[config.mk]
export PLATFORM = sky130hd
export DESIGN_NAME = pm_regs_top
export DESIGN_NICKNAME = d
export VERILOG_FILES = /design/src/sync2.v /design/src/wake_event_ctrl.v /design/src/pm_regs_top.v
export VERILOG_INCLUDE_DIRS = /design/src /design/src/src
export SDC_FILE = /design/constraint.sdc
export NUM_CORES = 1
export LEC_CHECK = 0
export BUFFER_PORTS_ARGS = -buffer_cell sky130_fd_sc_hd__clkbuf_2
export CAP_MARGIN = 20
export CORE_MARGIN = 3
export CORE_UTILIZATION = 44
export DETAILED_ROUTE_END_ITERATION = 10
export PLACE_DENSITY = 0.81
export SKIP_LAST_GASP = 1
export SYNTH_ARGS = -nofsm -noshare
export SYNTH_HDL_FRONTEND = slang
export SYNTH_SLANG_ARGS = --single-unit
[constraint.sdc]
create_clock -name mclk -period 2.4 [get_ports mclk]
set_input_delay 0.48 -clock mclk [delete_from_list [all_inputs] [get_ports mclk]]
set_output_delay 0.48 -clock mclk [all_outputs]
set_load 0.05 [all_outputs]
[src/pm_regs_defines.vh]
// Offsets, field layouts and fixed values of the power-management registers
`ifndef PM_REGS_DEFINES_VH
`define PM_REGS_DEFINES_VH

// Register indices; each byte address is four times its index
`define PM_CAP_IDX 10'h0A2
`define PM_CSR_IDX 10'h0A4
`define PM_IRQ_STAT_IDX 10'h0C0
`define PM_IRQ_MASK_IDX 10'h0C1
`define PM_ADDR_W 12

// Capability register fields
`define CAP_WAKE_SUP_HI 15
`define CAP_WAKE_SUP_LO 11
`define CAP_WAKE_SUP_VAL 5'h0F
`define CAP_D2_BIT 10
`define CAP_D2_VAL 1'b1
`define CAP_D1_BIT 9
`define CAP_D1_VAL 1'b1
`define CAP_RSVD_HI 8
`define CAP_RSVD_LO 6
`define CAP_RSVD_VAL 3'h0
`define CAP_DSI_BIT 5
`define CAP_DSI_VAL 1'b1
`define CAP_AUX_BIT 4
`define CAP_AUX_VAL 1'b0
`define CAP_CLK_BIT 3
`define CAP_CLK_VAL 1'b0
`define CAP_VER_HI 2
`define CAP_VER_LO 0
`define CAP_VER_VAL 3'h1

// Control/status register fields
`define CSR_WAKE_FLAG_BIT 15
`define CSR_WAKE_EN_BIT 8
`define CSR_PSTATE_HI 1
`define CSR_PSTATE_LO 0
`define CSR_RESET 16'h0000
`define PSTATE_D0 2'h0
`define PSTATE_D1 2'h1
`define PSTATE_D2 2'h2
`define PSTATE_D3HOT 2'h3

// Interrupt status and mask layout
`define IRQ_WAKE_BIT 0
`define IRQ_PSTATE_BIT 1
`define IRQ_W 2
`define IRQ_STAT_RESET 2'h0
`define IRQ_MASK_RESET 2'h0

// Bus answers
`define RESP_OKAY 2'h0
`define RESP_SLVERR 2'h2

`endif

[src/sync2.v]
// Two-flip-flop synchroniser for one level from outside the clock domain
`timescale 1ns/1ps
module sync2 (
   input wire mclk,
   input wire rstn,
   input wire asyncIn,
   output wire syncOut
);
   reg meta_q;
   reg stable_q;

   always @(posedge mclk or negedge rstn) begin
      if (!rstn) begin
         meta_q <= 1'b0;
         stable_q <= 1'b0;
      end else begin
         meta_q <= asyncIn;
         stable_q <= meta_q;
      end
   end

   assign syncOut = stable_q;
endmodule

[src/wake_event_ctrl.v]
// Sticky wake event flag and the gated wake output it drives
`timescale 1ns/1ps
module wake_event_ctrl (
   input wire mclk,
   input wire rstn,
   input wire eventPulse,
   input wire clearReq,
   input wire wakeEnable,
   output reg wakeFlag,
   output reg wakeOut
);
   reg flag_d;

   always @* begin
      flag_d = wakeFlag;
      if (clearReq) begin
         flag_d = 1'b0;
      end
      // Set is independent of the enable and beats a same-cycle clear
      if (eventPulse) begin
         flag_d = 1'b1;
      end
   end

   always @(posedge mclk or negedge rstn) begin
      if (!rstn) begin
         wakeFlag <= 1'b0;
         wakeOut <= 1'b0;
      end else begin
         wakeFlag <= flag_d;
         // Output follows the flag only while enabled; clearing drops it
         wakeOut <= flag_d & wakeEnable;
      end
   end
endmodule

[src/pm_regs_top.v]
// Power-management capability and control/status registers on AXI4-Lite
//
// How it works
// RULE_01: Capability bits 15..11 always read 01111b; writes leave them alone.
// RULE_02: Capability bit 15 reads zero: no wake from cold D3.
// RULE_03: Capability bit 14 reads one: wake possible from D3hot.
// RULE_04: Capability bit 13 reads one: wake possible from D2.
// RULE_05: Capability bit 12 reads one: wake possible from D1.
// RULE_06: Capability bit 11 reads one, completing the wake support pattern.
// RULE_07: Bit 11 means wake possible from D0, so events count in D0.
// RULE_08: Capability bit 10 reads one: D2 state supported.
// RULE_09: Capability bit 9 reads one: D1 state supported.
// RULE_10: Capability bits 8..6 are reserved and read 000b.
// RULE_11: Capability bit 5 reads one: device-specific setup is needed.
// RULE_12: Capability bit 4, auxiliary power flag, reads zero.
// RULE_13: Capability bit 3 reads zero: wake needs no host bus clock.
// RULE_14: Capability bits 2..0 read 001b, the interface version.
// RULE_15: Every write to the capability register is ignored.
// RULE_16: Wake flag sets on any wake event; writing one clears flag and wake.
// RULE_17: Control bit 8 gates the wake output; cleared means never driven.
// RULE_18: Control bits 1..0 hold and report power state D0, D1, D2, D3hot.
//
// Added by the designer: the AXI4-Lite slave port and the register offsets.
`timescale 1ns/1ps
`include "pm_regs_defines.vh"
module pm_regs_top #(
   parameter ADDR_W = `PM_ADDR_W
) (
   input wire mclk,
   input wire rstn,
   input wire [ADDR_W-1:0] s_axi_awaddr,
   input wire [2:0] s_axi_awprot,
   input wire s_axi_awvalid,
   output reg s_axi_awready,
   input wire [31:0] s_axi_wdata,
   input wire [3:0] s_axi_wstrb,
   input wire s_axi_wvalid,
   output reg s_axi_wready,
   output reg [1:0] s_axi_bresp,
   output reg s_axi_bvalid,
   input wire s_axi_bready,
   input wire [ADDR_W-1:0] s_axi_araddr,
   input wire [2:0] s_axi_arprot,
   input wire s_axi_arvalid,
   output reg s_axi_arready,
   output reg [31:0] s_axi_rdata,
   output reg [1:0] s_axi_rresp,
   output reg s_axi_rvalid,
   input wire s_axi_rready,
   input wire wakeEventPin,
   output wire wakeOut,
   output reg [1:0] powerStateOut,
   output reg irq
);
   localparam [2:0] SEL_NONE = 3'h0;
   localparam [2:0] SEL_CAP = 3'h1;
   localparam [2:0] SEL_CSR = 3'h2;
   localparam [2:0] SEL_STAT = 3'h3;
   localparam [2:0] SEL_MASK = 3'h4;
   localparam [15:0] CSR_INIT = `CSR_RESET;

   // Word-aligned byte address of a register index
   function [ADDR_W-1:0] byteAddr;
      input [9:0] idx;
      begin
         byteAddr = {idx, 2'b00};
      end
   endfunction

   // Register select for an address, shared by read and write paths
   function [2:0] decodeAddr;
      input [ADDR_W-1:0] addr;
      begin
         if (addr == byteAddr(`PM_CAP_IDX)) begin
            decodeAddr = SEL_CAP;
         end else if (addr == byteAddr(`PM_CSR_IDX)) begin
            decodeAddr = SEL_CSR;
         end else if (addr == byteAddr(`PM_IRQ_STAT_IDX)) begin
            decodeAddr = SEL_STAT;
         end else if (addr == byteAddr(`PM_IRQ_MASK_IDX)) begin
            decodeAddr = SEL_MASK;
         end else begin
            decodeAddr = SEL_NONE;
         end
      end
   endfunction

   // Fixed capability value assembled field by field
   wire [15:0] capValue;
   localparam [4:0] WAKE_SUP = `CAP_WAKE_SUP_VAL; // [RULE_01]
   assign capValue[`CAP_WAKE_SUP_HI] = WAKE_SUP[4]; // [RULE_02]
   assign capValue[`CAP_WAKE_SUP_HI - 1] = WAKE_SUP[3]; // [RULE_03]
   assign capValue[`CAP_WAKE_SUP_HI - 2] = WAKE_SUP[2]; // [RULE_04]
   assign capValue[`CAP_WAKE_SUP_HI - 3] = WAKE_SUP[1]; // [RULE_05]
   // Lowest wake bit stands for the fully-on state
   assign capValue[`CAP_WAKE_SUP_LO] = WAKE_SUP[0]; // [RULE_06] [RULE_07]
   assign capValue[`CAP_D2_BIT] = `CAP_D2_VAL; // [RULE_08]
   assign capValue[`CAP_D1_BIT] = `CAP_D1_VAL; // [RULE_09]
   assign capValue[`CAP_RSVD_HI:`CAP_RSVD_LO] = `CAP_RSVD_VAL; // [RULE_10]
   assign capValue[`CAP_DSI_BIT] = `CAP_DSI_VAL; // [RULE_11]
   assign capValue[`CAP_AUX_BIT] = `CAP_AUX_VAL; // [RULE_12]
   assign capValue[`CAP_CLK_BIT] = `CAP_CLK_VAL; // [RULE_13]
   assign capValue[`CAP_VER_HI:`CAP_VER_LO] = `CAP_VER_VAL; // [RULE_14]

   // Write channel holding state
   reg [ADDR_W-1:0] awAddr_q;
   reg awHeld_q;
   reg [31:0] wData_q;
   reg [3:0] wStrb_q;
   reg wHeld_q;
   wire doWrite;
   wire [2:0] wrSel;
   assign doWrite = awHeld_q & wHeld_q & ~s_axi_bvalid;
   assign wrSel = decodeAddr(awAddr_q);

   // Control state
   reg wakeEnable_q;
   reg [1:0] powerState_q;
   reg [1:0] powerState_d;
   reg wakeEnable_d;
   reg [`IRQ_W-1:0] irqStat_q;
   reg [`IRQ_W-1:0] irqStat_d;
   reg [`IRQ_W-1:0] irqMask_q;
   reg [`IRQ_W-1:0] irqMask_d;
   wire wakeFlag;
   wire wakeSync;
   reg wakePrev_q;
   wire wakeEvent;
   reg wakeClear;
   reg pstateChanged;

   sync2 u_wake_sync (
      .mclk(mclk),
      .rstn(rstn),
      .asyncIn(wakeEventPin),
      .syncOut(wakeSync)
   );

   // Rising edge of the synchronised event; counts in every power state
   assign wakeEvent = wakeSync & ~wakePrev_q; // [RULE_07]

   wake_event_ctrl u_wake (
      .mclk(mclk),
      .rstn(rstn),
      .eventPulse(wakeEvent),
      .clearReq(wakeClear),
      .wakeEnable(wakeEnable_d),
      .wakeFlag(wakeFlag),
      .wakeOut(wakeOut)
   ); // [RULE_16] [RULE_17]

   // Register write effects
   always @* begin
      powerState_d = powerState_q;
      wakeEnable_d = wakeEnable_q;
      irqMask_d = irqMask_q;
      wakeClear = 1'b0;
      pstateChanged = 1'b0;
      irqStat_d = irqStat_q;
      if (doWrite) begin
         if (wrSel == SEL_CSR) begin
            if (wStrb_q[0]) begin
               powerState_d =
                  wData_q[`CSR_PSTATE_HI:`CSR_PSTATE_LO]; // [RULE_18]
               pstateChanged = (powerState_d != powerState_q);
            end
            if (wStrb_q[1]) begin
               wakeEnable_d = wData_q[`CSR_WAKE_EN_BIT]; // [RULE_17]
               wakeClear = wData_q[`CSR_WAKE_FLAG_BIT]; // [RULE_16]
            end
         end else if (wrSel == SEL_STAT) begin
            if (wStrb_q[0]) begin
               irqStat_d = irqStat_q & ~wData_q[`IRQ_W-1:0];
            end
         end else if (wrSel == SEL_MASK) begin
            if (wStrb_q[0]) begin
               irqMask_d = wData_q[`IRQ_W-1:0];
            end
         end
      end
      // Events win over a same-cycle clear
      if (wakeEvent) begin
         irqStat_d[`IRQ_WAKE_BIT] = 1'b1;
      end
      if (pstateChanged) begin
         irqStat_d[`IRQ_PSTATE_BIT] = 1'b1;
      end
   end

   // Pending sources after this cycle's events and writes
   wire [`IRQ_W-1:0] irqPend_d;
   assign irqPend_d = irqStat_d & irqMask_d;

   always @(posedge mclk or negedge rstn) begin
      if (!rstn) begin
         powerState_q <= CSR_INIT[`CSR_PSTATE_HI:`CSR_PSTATE_LO];
         wakeEnable_q <= CSR_INIT[`CSR_WAKE_EN_BIT];
         irqStat_q <= `IRQ_STAT_RESET;
         irqMask_q <= `IRQ_MASK_RESET;
         wakePrev_q <= 1'b0;
         powerStateOut <= CSR_INIT[`CSR_PSTATE_HI:`CSR_PSTATE_LO];
         irq <= 1'b0;
      end else begin
         powerState_q <= powerState_d;
         wakeEnable_q <= wakeEnable_d;
         irqStat_q <= irqStat_d;
         irqMask_q <= irqMask_d;
         wakePrev_q <= wakeSync;
         powerStateOut <= powerState_d;
         irq <= |irqPend_d;
      end
   end

   // Write address, data and response channels
   // Address and data may arrive in either order; each waits for the other
   // Protection attributes are accepted and not decoded
   always @(posedge mclk or negedge rstn) begin
      if (!rstn) begin
         awAddr_q <= {ADDR_W{1'b0}};
         awHeld_q <= 1'b0;
         wData_q <= 32'h0000_0000;
         wStrb_q <= 4'h0;
         wHeld_q <= 1'b0;
         s_axi_awready <= 1'b1;
         s_axi_wready <= 1'b1;
         s_axi_bvalid <= 1'b0;
         s_axi_bresp <= `RESP_OKAY;
      end else begin
         if (s_axi_awvalid && s_axi_awready) begin
            awAddr_q <= s_axi_awaddr;
            awHeld_q <= 1'b1;
            s_axi_awready <= 1'b0;
         end
         if (s_axi_wvalid && s_axi_wready) begin
            wData_q <= s_axi_wdata;
            wStrb_q <= s_axi_wstrb;
            wHeld_q <= 1'b1;
            s_axi_wready <= 1'b0;
         end
         if (doWrite) begin
            awHeld_q <= 1'b0;
            wHeld_q <= 1'b0;
            s_axi_bvalid <= 1'b1;
            // Capability writes are accepted and have no effect
            if (wrSel == SEL_NONE) begin
               s_axi_bresp <= `RESP_SLVERR;
            end else begin
               s_axi_bresp <= `RESP_OKAY; // [RULE_15]
            end
         end
         // Both channels reopen once the response is taken
         if (s_axi_bvalid && s_axi_bready) begin
            s_axi_bvalid <= 1'b0;
            s_axi_awready <= 1'b1;
            s_axi_wready <= 1'b1;
         end
      end
   end

   // Read channels
   // Data is captured at the address handshake and held until taken
   reg [31:0] rdWord;
   reg rdErr;
   always @* begin
      rdWord = 32'h0000_0000;
      rdErr = 1'b0;
      case (decodeAddr(s_axi_araddr))
         SEL_CAP: begin
            rdWord[15:0] = capValue; // [RULE_15]
         end
         SEL_CSR: begin
            rdWord[`CSR_WAKE_FLAG_BIT] = wakeFlag; // [RULE_16]
            rdWord[`CSR_WAKE_EN_BIT] = wakeEnable_q;
            rdWord[`CSR_PSTATE_HI:`CSR_PSTATE_LO] = powerState_q; // [RULE_18]
         end
         SEL_STAT: begin
            rdWord[`IRQ_W-1:0] = irqStat_q;
         end
         SEL_MASK: begin
            rdWord[`IRQ_W-1:0] = irqMask_q;
         end
         default: begin
            rdErr = 1'b1;
         end
      endcase
   end

   always @(posedge mclk or negedge rstn) begin
      if (!rstn) begin
         s_axi_arready <= 1'b1;
         s_axi_rvalid <= 1'b0;
         s_axi_rdata <= 32'h0000_0000;
         s_axi_rresp <= `RESP_OKAY;
      end else begin
         if (s_axi_arvalid && s_axi_arready) begin
            s_axi_arready <= 1'b0;
            s_axi_rvalid <= 1'b1;
            s_axi_rdata <= rdWord;
            s_axi_rresp <= rdErr ? `RESP_SLVERR : `RESP_OKAY;
         end else if (s_axi_rvalid && s_axi_rready) begin
            s_axi_rvalid <= 1'b0;
            s_axi_arready <= 1'b1;
         end
      end
   end
endmodule

==> results of run 1 <==
[sequential cells by signal, summed over array words and instances, names as in the netlist, 2 cells and up]
| register | flops |
|---|---|
| s_axi_rdata | 5 |
| irqMask_q | 2 |
| irqStat_q | 2 |
| awAddr_q | 12 |
| wStrb_q | 2 |
| wData_q | 4 |
| powerState_q | 2 |
[per-layer routing]
| layer | global-route usage [%] | up-vias |
|---|---|---|
| met5 | 0 | - |
| met1 | 16.3 | 645 |
| met3 | 5.54 | 4 |
| met4 | 6.41 | 0 |
| li1 | - | 691 |
| met2 | 23.7 | 67 |
[cells in the final DEF, fill, tap and decap left out, drive strengths merged, types with 2 or more instances in the layout]
| cell type | count |
|---|---|
| clkbuf | 66 |
| dfrtp | 42 |
| mux2 | 24 |
| conb | 23 |
| nand2 | 12 |
| nor2 | 7 |
| o21ai | 6 |
| a21oi | 6 |
| inv | 5 |
| nor3b | 4 |
| nand4 | 3 |
| a21o | 3 |
| a22o | 3 |
| dfstp | 3 |
| and2 | 3 |
| and2b | 2 |
| and4 | 2 |
| xnor2 | 2 |
| xor2 | 2 |
| buf | 2 |
| nor4 | 2 |
| nor4b | 2 |
| or3b | 2 |
[logic make-up after synthesis]
kind of cell | after synthesis | share of synthesized area [%]
AOI/OAI and AO/OA | 23 | 6.96
xor gates and xnor gates | 4 | 1.64
buffers and inverters | 36 | 11.5
DFF | 45 | 52.8
muxes | 25 | 13.1
other | 1 | 0.175
and+or+nand+nor | 45 | 13.9
[layout make-up]
type                       count  area share (%)
clock inverter                 1           0.201
tap                           65            3.27
multi-input combinational    120            34.1
clock buffer                   7            3.87
sequential                    45            45.4
inverter                       5           0.754
timing repair buffer          61            12.5
[how the worst max path moves through the flow]
stage,endpoint,slack [ns],depth (start not counted)
after detailed placement,irq,0.52,5
after CTS,irq,0.51,5
after global routing,irq,0.41,5
after floorplan,irq,0.41,6
after global placement,irq,0.56,5
final,irq,0.53,5
[where the power goes]
| group | internal [mW] | switching, mW |
|---|---|---|
| logic | 0.298 | 0.382 |
| registers | 0.977 | 0.194 |
| clock network | 0.260 | 0.238 |
| total | 1.54 | 0.813 |
[worst reg2reg max path: stages (launching register included)]
cell and delay, ns:
dfrtp_1 0.44, nor4b_4 0.34, nand4_1 0.17, or3b_1 0.40, a21o_1 0.20, a22o_1 0.22
==> impl.org, run 1 <==
** GRT
- The number of antenna violations at the first check in global routing came to 0.
- The first global-routing pass estimated 6000 um of wire.
- The via count of the first global-routing pass was 1312.
- Entering global routing, the biggest net connects 28 pins.
- After global routing the overflow that remains totals 0.
- All-Layer GR Usage :: 14.3%

** Finish
- Cells with a size suffix above 1 make up 43.5% of the layout.
- Non-Filler Cell Area, Final :: 2490 um2
- The multi-input combinational cells in the finished layout cover a total of 848 um2.
- For this run, the post-layout net count is 312.
- Summing all flip-flop and latch instances after layout gives 1130 um2.
- The finished layout holds 304 standard cells, fillers aside.
- Area overhead of the layout relative to synthesis :: 16.3%
- Cells fill 54.9% of the core in the end.
- Number of inserted diodes :: 0
- Fill cells in the final layout number 391.

** Clock tree
- Setup Fix Bufs, Post-CTS :: 0
- Bufs on Longest Clock Path :: 2
- Post-CTS clock slew at the launch and capture registers of the worst setup and hold paths :: 0.08 ns
- Count of H-tree levels built during CTS :: 2
- # hold bufs at CTS :: 0
- In this run the clock root is driven by a clkbuf_8.
- Buffers inserted during clock tree synthesis total 5.
- Clock latency on the worst-skew pair, taken at its later pin, is 0.29 ns.
- CTS tree :: done
- Clock tree synthesis found a total of 45 sinks.
- Number of resized instances in the post-cts repair step :: 0

** STA
- For the pin with the worst max-slew slack, the measured transition is 0.489 ns.
- Crit path time final :: 1.87 ns
- In the final timing run, aggregate negative setup slack is 0 ns.
- Setup violations remaining at the end of the flow were counted as 0.
- The final-report hold violation count is 0.
- Final max-slew violation count :: 0
- Max transition margin :: 67.0%
- Setup ws final :: 0.530 ns
- Setup repair after global routing missed its margin :: false
- Timing would allow up to 535 MHz.
- Final Skew :: 0.00562 ns
- Final Hold Slack :: 0.130 ns
- Tcrit/Tclk final :: 77.9%

** Floorplanning
- Area enclosed by the die boundary :: 5740 um2
- From left edge to right edge, the die measures 75.8 um.
- Once the floorplan was initialized, standard cells occupied 47.2% of the core.
- After floorplanning, the core was divided into 24 placement rows.
- After floorplanning, the core was sized to cover 4530 um2.
- The die is 75.8 um tall.
- Pin placement for this block handled 119 I/O pins.

** Setup path
- STA puts the critical path data arrival time at 2.05 ns.
- Reg2reg setup slack :: 0.53 ns
- The signal on the critical path passes through nor4b_4 -> nand4_1 -> or3b_1 -> a21o_1 -> a22o_1.
- At the worst endpoint, the required time is 2.58 ns.
- Kind of cell adding the most delay to the critical path :: simple AND/OR/NAND/NOR gates
- The startpoint identified for the worst register-to-register timing path is awAddr_q[3].
- Worst setup path startpoint :: awAddr_q[3]
- The worst setup path is captured at a flip-flop.
- Endpoint of the worst-slack reg-to-reg timing path :: irq
- In this design, the stage delay of the slowest critical-path cell is 0.44 ns.
- Biggest fanout along the worst timing path :: 4
- Counting both buffers and inverters, the worst setup path holds a total of 0.
- For the worst flop-to-flop path, the logic depth is 5.
- By startpoint and endpoint, the worst setup path is classified as reg2reg.
- Cell with the largest stage delay on the worst path :: dfrtp_1
- Type of element launching the critical path :: flip-flop

** Routing
- Number of iterations in the first detailed-routing pass :: 3
- Met3 wirelength from detailed routing :: 323 um
- In the routed design, unresolved DRC markers number 0.
- Met2 wire length :: 1820 um
- For this block, the via count after detailed routing is 1407.
- Max layer used :: met4
- In this run the remaining antenna-violating nets after routing total 0.
- For this block, the initial DRC count from the detailed router was 19.
- Detailed-route vias per instance :: 4.63
- The final layout contains routed wiring with a total length of 3820 um.
- In the final routed layout, each cell accounts on average for 12.6 um.
- In the final routing, the length of wire on met1 measures 1650 um.

** Synthesis
- Number of warnings printed during yosys synthesis :: 0
- Largest cells by area after synthesis :: dfrtp_1 49%, mux2_2 13%, buf_4 10%, dfstp_2 3.7%, nand2_1 2.1%
- Part of the Yosys area used for sequential elements :: 52.8%
- Number of synthesized register bits :: 45
- Flip-flop cell with the highest count after synthesis :: dfrtp_1
- Mapped cell area :: 2140 um2
- Top cell type's share of synthesized area :: 49.1%
- The cell count after synthesis came out at 179.
- dfrtp_1 is the most common cell in the netlist.
- In the synthesized netlist the async set-or-reset flop fraction comes to 100%.
- Of all cell types, the one taking the most synthesized area is dfrtp_1.
- Most numerous cell types in the synthesized netlist :: 42 x dfrtp_1, 29 x buf_4, 24 x mux2_2
- Each instance of the synthesized netlist takes up on average 12.0 um2.
- The netlist uses 40 different library cells.
- EDFF count, synth :: 0

** Flow run
- Across the run, the number of max-cap violations was 0.

** Placement
- Placed wire-length estimate :: 3100 um
- Cell Count Post-Placement :: 296
- Area post-placement :: 2390 um2
- Worst setup slack before clock tree synthesis :: 0.524 ns
- Final weighted congestion in routability-driven placement :: 0.731
- Port Buffer Count :: 59

** Power
- The design draws 2.35 mW.
- IR Drop Worst-Case VDD :: 0.610 mV
- Summed over all cells, the static leakage comes to 1.22 nW.
- In this run the power density over the cells is 943 nW/um2.

** Hold path
- In this run the worst hold path is classified as in2async.

** Status
- The flow ran to the end, and the final reports show no timing, DRC or antenna violations.
(Power assumes the default switching activity.)
==> inputs of run 2 (changes only) <==
Settings changed: CORE_UTILIZATION 44 to 40, PLACE_DENSITY 0.81 to 0.77.
Clock period 2.4 ns to 1.6 ns, I/O delays scaled along.
==> run 2 against run 1 <==
The flow now finishes with violations (negative setup slack). Combinational power rose by 84%. Final cell count rose by 5.6%. Routed wire length increased by 7.4%. Sequential cell count is the same. Design area rose by 5.7%. Utilization down 1.6 points. Sequential share of layout area down 2.4 points. Maximum frequency grew 5.9%. Critical path type unchanged. Critical endpoint unchanged. Largest power group unchanged.
==> impl.org, run 2 (same netlist as run 1, synthesis figures left out) <==
** Power
- The overall power consumption is 3.66 mW (+56%).
- The reported leakage power came to 1.30 nW (+7.0%).
- Power density relative to cell area :: 1390 nW/um2 (+47%)
- IR Drop Worst-Case VDD :: 0.758 mV (+24%)

** STA
- Final max-slew violation count :: 0 (unchanged)
- The headroom to the max-slew limit came to 61.8% (-5.2 points).
- Number of endpoints with negative hold slack in the final report :: 0 (unchanged)
- Final setup violation count :: 4 (+4)
- The share of the clock period used by the worst path after layout is 110% (+32 points).
- The final critical-path required period is 1.77 ns (-0.104 ns).
- Setup repair after global routing missed its margin :: true
- The worst clock skew was 0.00291 ns (-0.00271 ns).
- The measured slew at the worst slew-check pin is 0.565 ns (+0.0769 ns).
- Final Hold Slack :: 0.130 ns (-0.000175 ns)
- The achievable clock frequency is 566 MHz (+5.9%).
- The slack of the critical path came to -0.165 ns (-0.696 ns).
- The accumulated negative setup slack came to -0.262 ns (-0.262 ns).

** Status
- Outcome :: complete, but fails checks
- The final reports fail on negative setup slack.

** Clock tree
- TritonCTS built the clock tree.
- The clock buffer count from CTS came to 5 (unchanged).
- Insertion delay to the later sink of the worst-skew pair :: 0.29 ns (about the same)
- CTS root buf :: clkbuf_8
- Post-CTS clock slew at the launch and capture registers of the worst setup and hold paths :: 0.08 ns (about the same)
- The count of H-tree levels built during CTS is 2 (unchanged).
- Setup Fix Bufs, Post-CTS :: 0 (unchanged)
- Number of clock sinks :: 45 (unchanged)
- Bufs on Longest Clock Path :: 2 (unchanged)

** Setup path
- Worst setup path startpoint :: awAddr_q[0]
- Biggest fanout along the worst timing path :: 3 (-1)
- The required time of the critical path was 1.78 ns (-0.80 ns).
- The total stage count of the critical path is 5 (unchanged).
- In this run the worst setup path terminates at irq.
- The worst register-to-register path ends at irq.
- Path type of the worst setup path :: reg2reg
- Worst reg2reg startpoint :: awAddr_q[0]
- Ordered cell list for the critical path :: nor4_4 -> nand4_1 -> or3b_1 -> a21o_1 -> a22o_1
- The count of cells along the worst register-to-register path is 5 (unchanged).
- Arrival time worst endpoint :: 1.95 ns (-0.10 ns)
- The worst setup slack for register-to-register paths is -0.17 ns (-0.70 ns).
- Kind of cell adding the most delay to the critical path :: simple AND/OR/NAND/NOR gates
- Type of element launching the critical path :: flip-flop
- The total buffers and inverters traversed by the critical path is 0 (unchanged).
- The slowest stage of the critical path is the dfrtp_1 cell.
- Kind of end point of the critical path :: flip-flop
- Max incr delay on CP :: 0.43 ns (about the same)

** Floorplanning
- The initial cell density of the core was 43.3% (-3.9 points).
- Number of core rows :: 25 (+4.2%)
- The floorplan die area is 6270 um2 (+9.2%).
- Overall die width :: 79.2 um (+4.5%)
- The die height came to 79.2 um (+4.5%).
- The boundary pin count came to 119 (unchanged).
- The total core area came to 4940 um2 (+9.0%).

** GRT
- Gr ovfl total :: 0 (unchanged)
- The via count of the first global-routing pass is 1454 (+11%).
- The pin count of the biggest net entering global routing is 46 (+64%).
- Wire length of the first global-routing pass :: 6600 um (+10%)
- All-Layer GR Usage :: 13.5% (-0.77 points)
- The number of antenna violations at the first check in global routing is 0 (unchanged).

** Routing
- Iter 0 DRT Violations :: 55 (+36)
- The total number of vias is 1503 (+6.8%).
- WL final :: 4110 um (+7.4%)
- DR DRC count :: 0 (unchanged)
- The post-route antenna net violation count came to 0 (unchanged).
- Detailed-route vias per instance :: 4.68 (+1.2%)
- The count of TritonRoute iterations in the first routing pass is 4 (+1).
- Routed length per instance :: 12.8 um (+1.7%)

** Finish
- The number of inserted diodes is 0 (unchanged).
- Registers with the most flip-flops :: awAddr_q: 12 flops, s_axi_rdata: 5 flops, wData_q: 4 flops
- Area overhead of the layout relative to synthesis :: 23.0%
- The total of fill cells in the finished design came to 457 (+17%).
- Most flops, register :: awAddr_q
- The library cell used most frequently in the layout, excluding fill and tap cells, is clkbuf_2.
- The post-layout utilization of the core is 53.3% (-1.6 points).
- The top cell types in the final layout, fill and taps aside, are 59 x clkbuf_2, 41 x dfrtp_1, 23 x conb_1.
- The net count reported at finish is 327 (+4.8%).
- Largest register FFs :: 12 (unchanged)
- The share of cells above drive strength 1 came to 48.0% (+4.5 points).

** Hold path
- Counting instances, the worst hold path has a depth of 1.
- In this run the most critical hold path is launched from wakeEventPin.
- The worst hold path belongs to the class in2reg.

** Placement
- Port Buffer Count :: 59 (unchanged)
- Worst setup slack before clock tree synthesis :: -0.183 ns (-0.707 ns)
- Placed wire-length estimate :: 3170 um (+2.2%)
- The final RePlAce weighted congestion came to 0.800 (+9.5%).

** Flow run
- Number of violations of the max-capacitance limit :: 0 (unchanged)
[run 2: cell types whose count changed in the layout (fill, tap and decap cells not counted), sizes merged]
cell	previous run	this run
dlygate4sd3	0	1
buf	2	16
clkinvlp	0	1
clkinv	1	0
[run 2: routing by layer]
metal / part of all wire, % / vias to the layer above / track usage (%)
li1: - / 719 / -
met1: 43 / 708 / 17.2
met3: 9.2 / 7 / 4.65
met4: 1.2 / 0 / 4.12
met2: 47 / 69 / 21.8
met5: 0 / - / 0
[run 2: layout make-up]
cell class | count | area, um2 | area share, %
clock buffers | 7 | 76.3 | 2.90
clock inverters | 1 | 7.51 | 0.285
inverters | 5 | 18.8 | 0.713
multi-input cells | 120 | 877 | 33.3
flip-flops and latches | 45 | 1130 | 43.0
well taps | 67 | 83.8 | 3.18
repair buffers | 76 | 438 | 16.6
[run 2: repair_timing]
action,CTS,global route
gates cloned,0,0
hold buffers,1,0
hold endpoints to repair,24,0
gates resized for setup,1,6
endpoints found under the setup margin,4,7
pin swaps,3,4
[run 2: worst min path at each step]
stage | slack (ns) | to
global route | 0.11 | u_wake_sync.meta_q
detailed placement | 0.32 | awAddr_q[11]
CTS | 0.12 | u_wake_sync.meta_q
finish | 0.13 | u_wake_sync.meta_q
global placement | 0.32 | u_wake_sync.meta_q
floorplan | 0.02 | awAddr_q[0]
[run 2: worst reg2reg max path, stage by stage (launching register included)]
cell and delay (ns):
dfrtp_1 0.43, nor4_4 0.31, nand4_1 0.15, or3b_1 0.37
a21o_1 0.18, a22o_1 0.22
[run 2: metrics by stage]
stage,instance area (um2),instances
after floorplan,2240,201
after global placement,2520,312
after detailed placement,2520,312
after CTS,2620,321
after global routing,2630,321
final,2630,321
[run 2: power breakdown]
group / internal, mW / switching (mW) / leakage (nW)
combinational: 0.607 / 0.644 / 0.716
clock: 0.309 / 0.376 / 0.0385
sequential: 1.47 / 0.257 / 0.547
total: 2.38 / 1.28 / 1.30
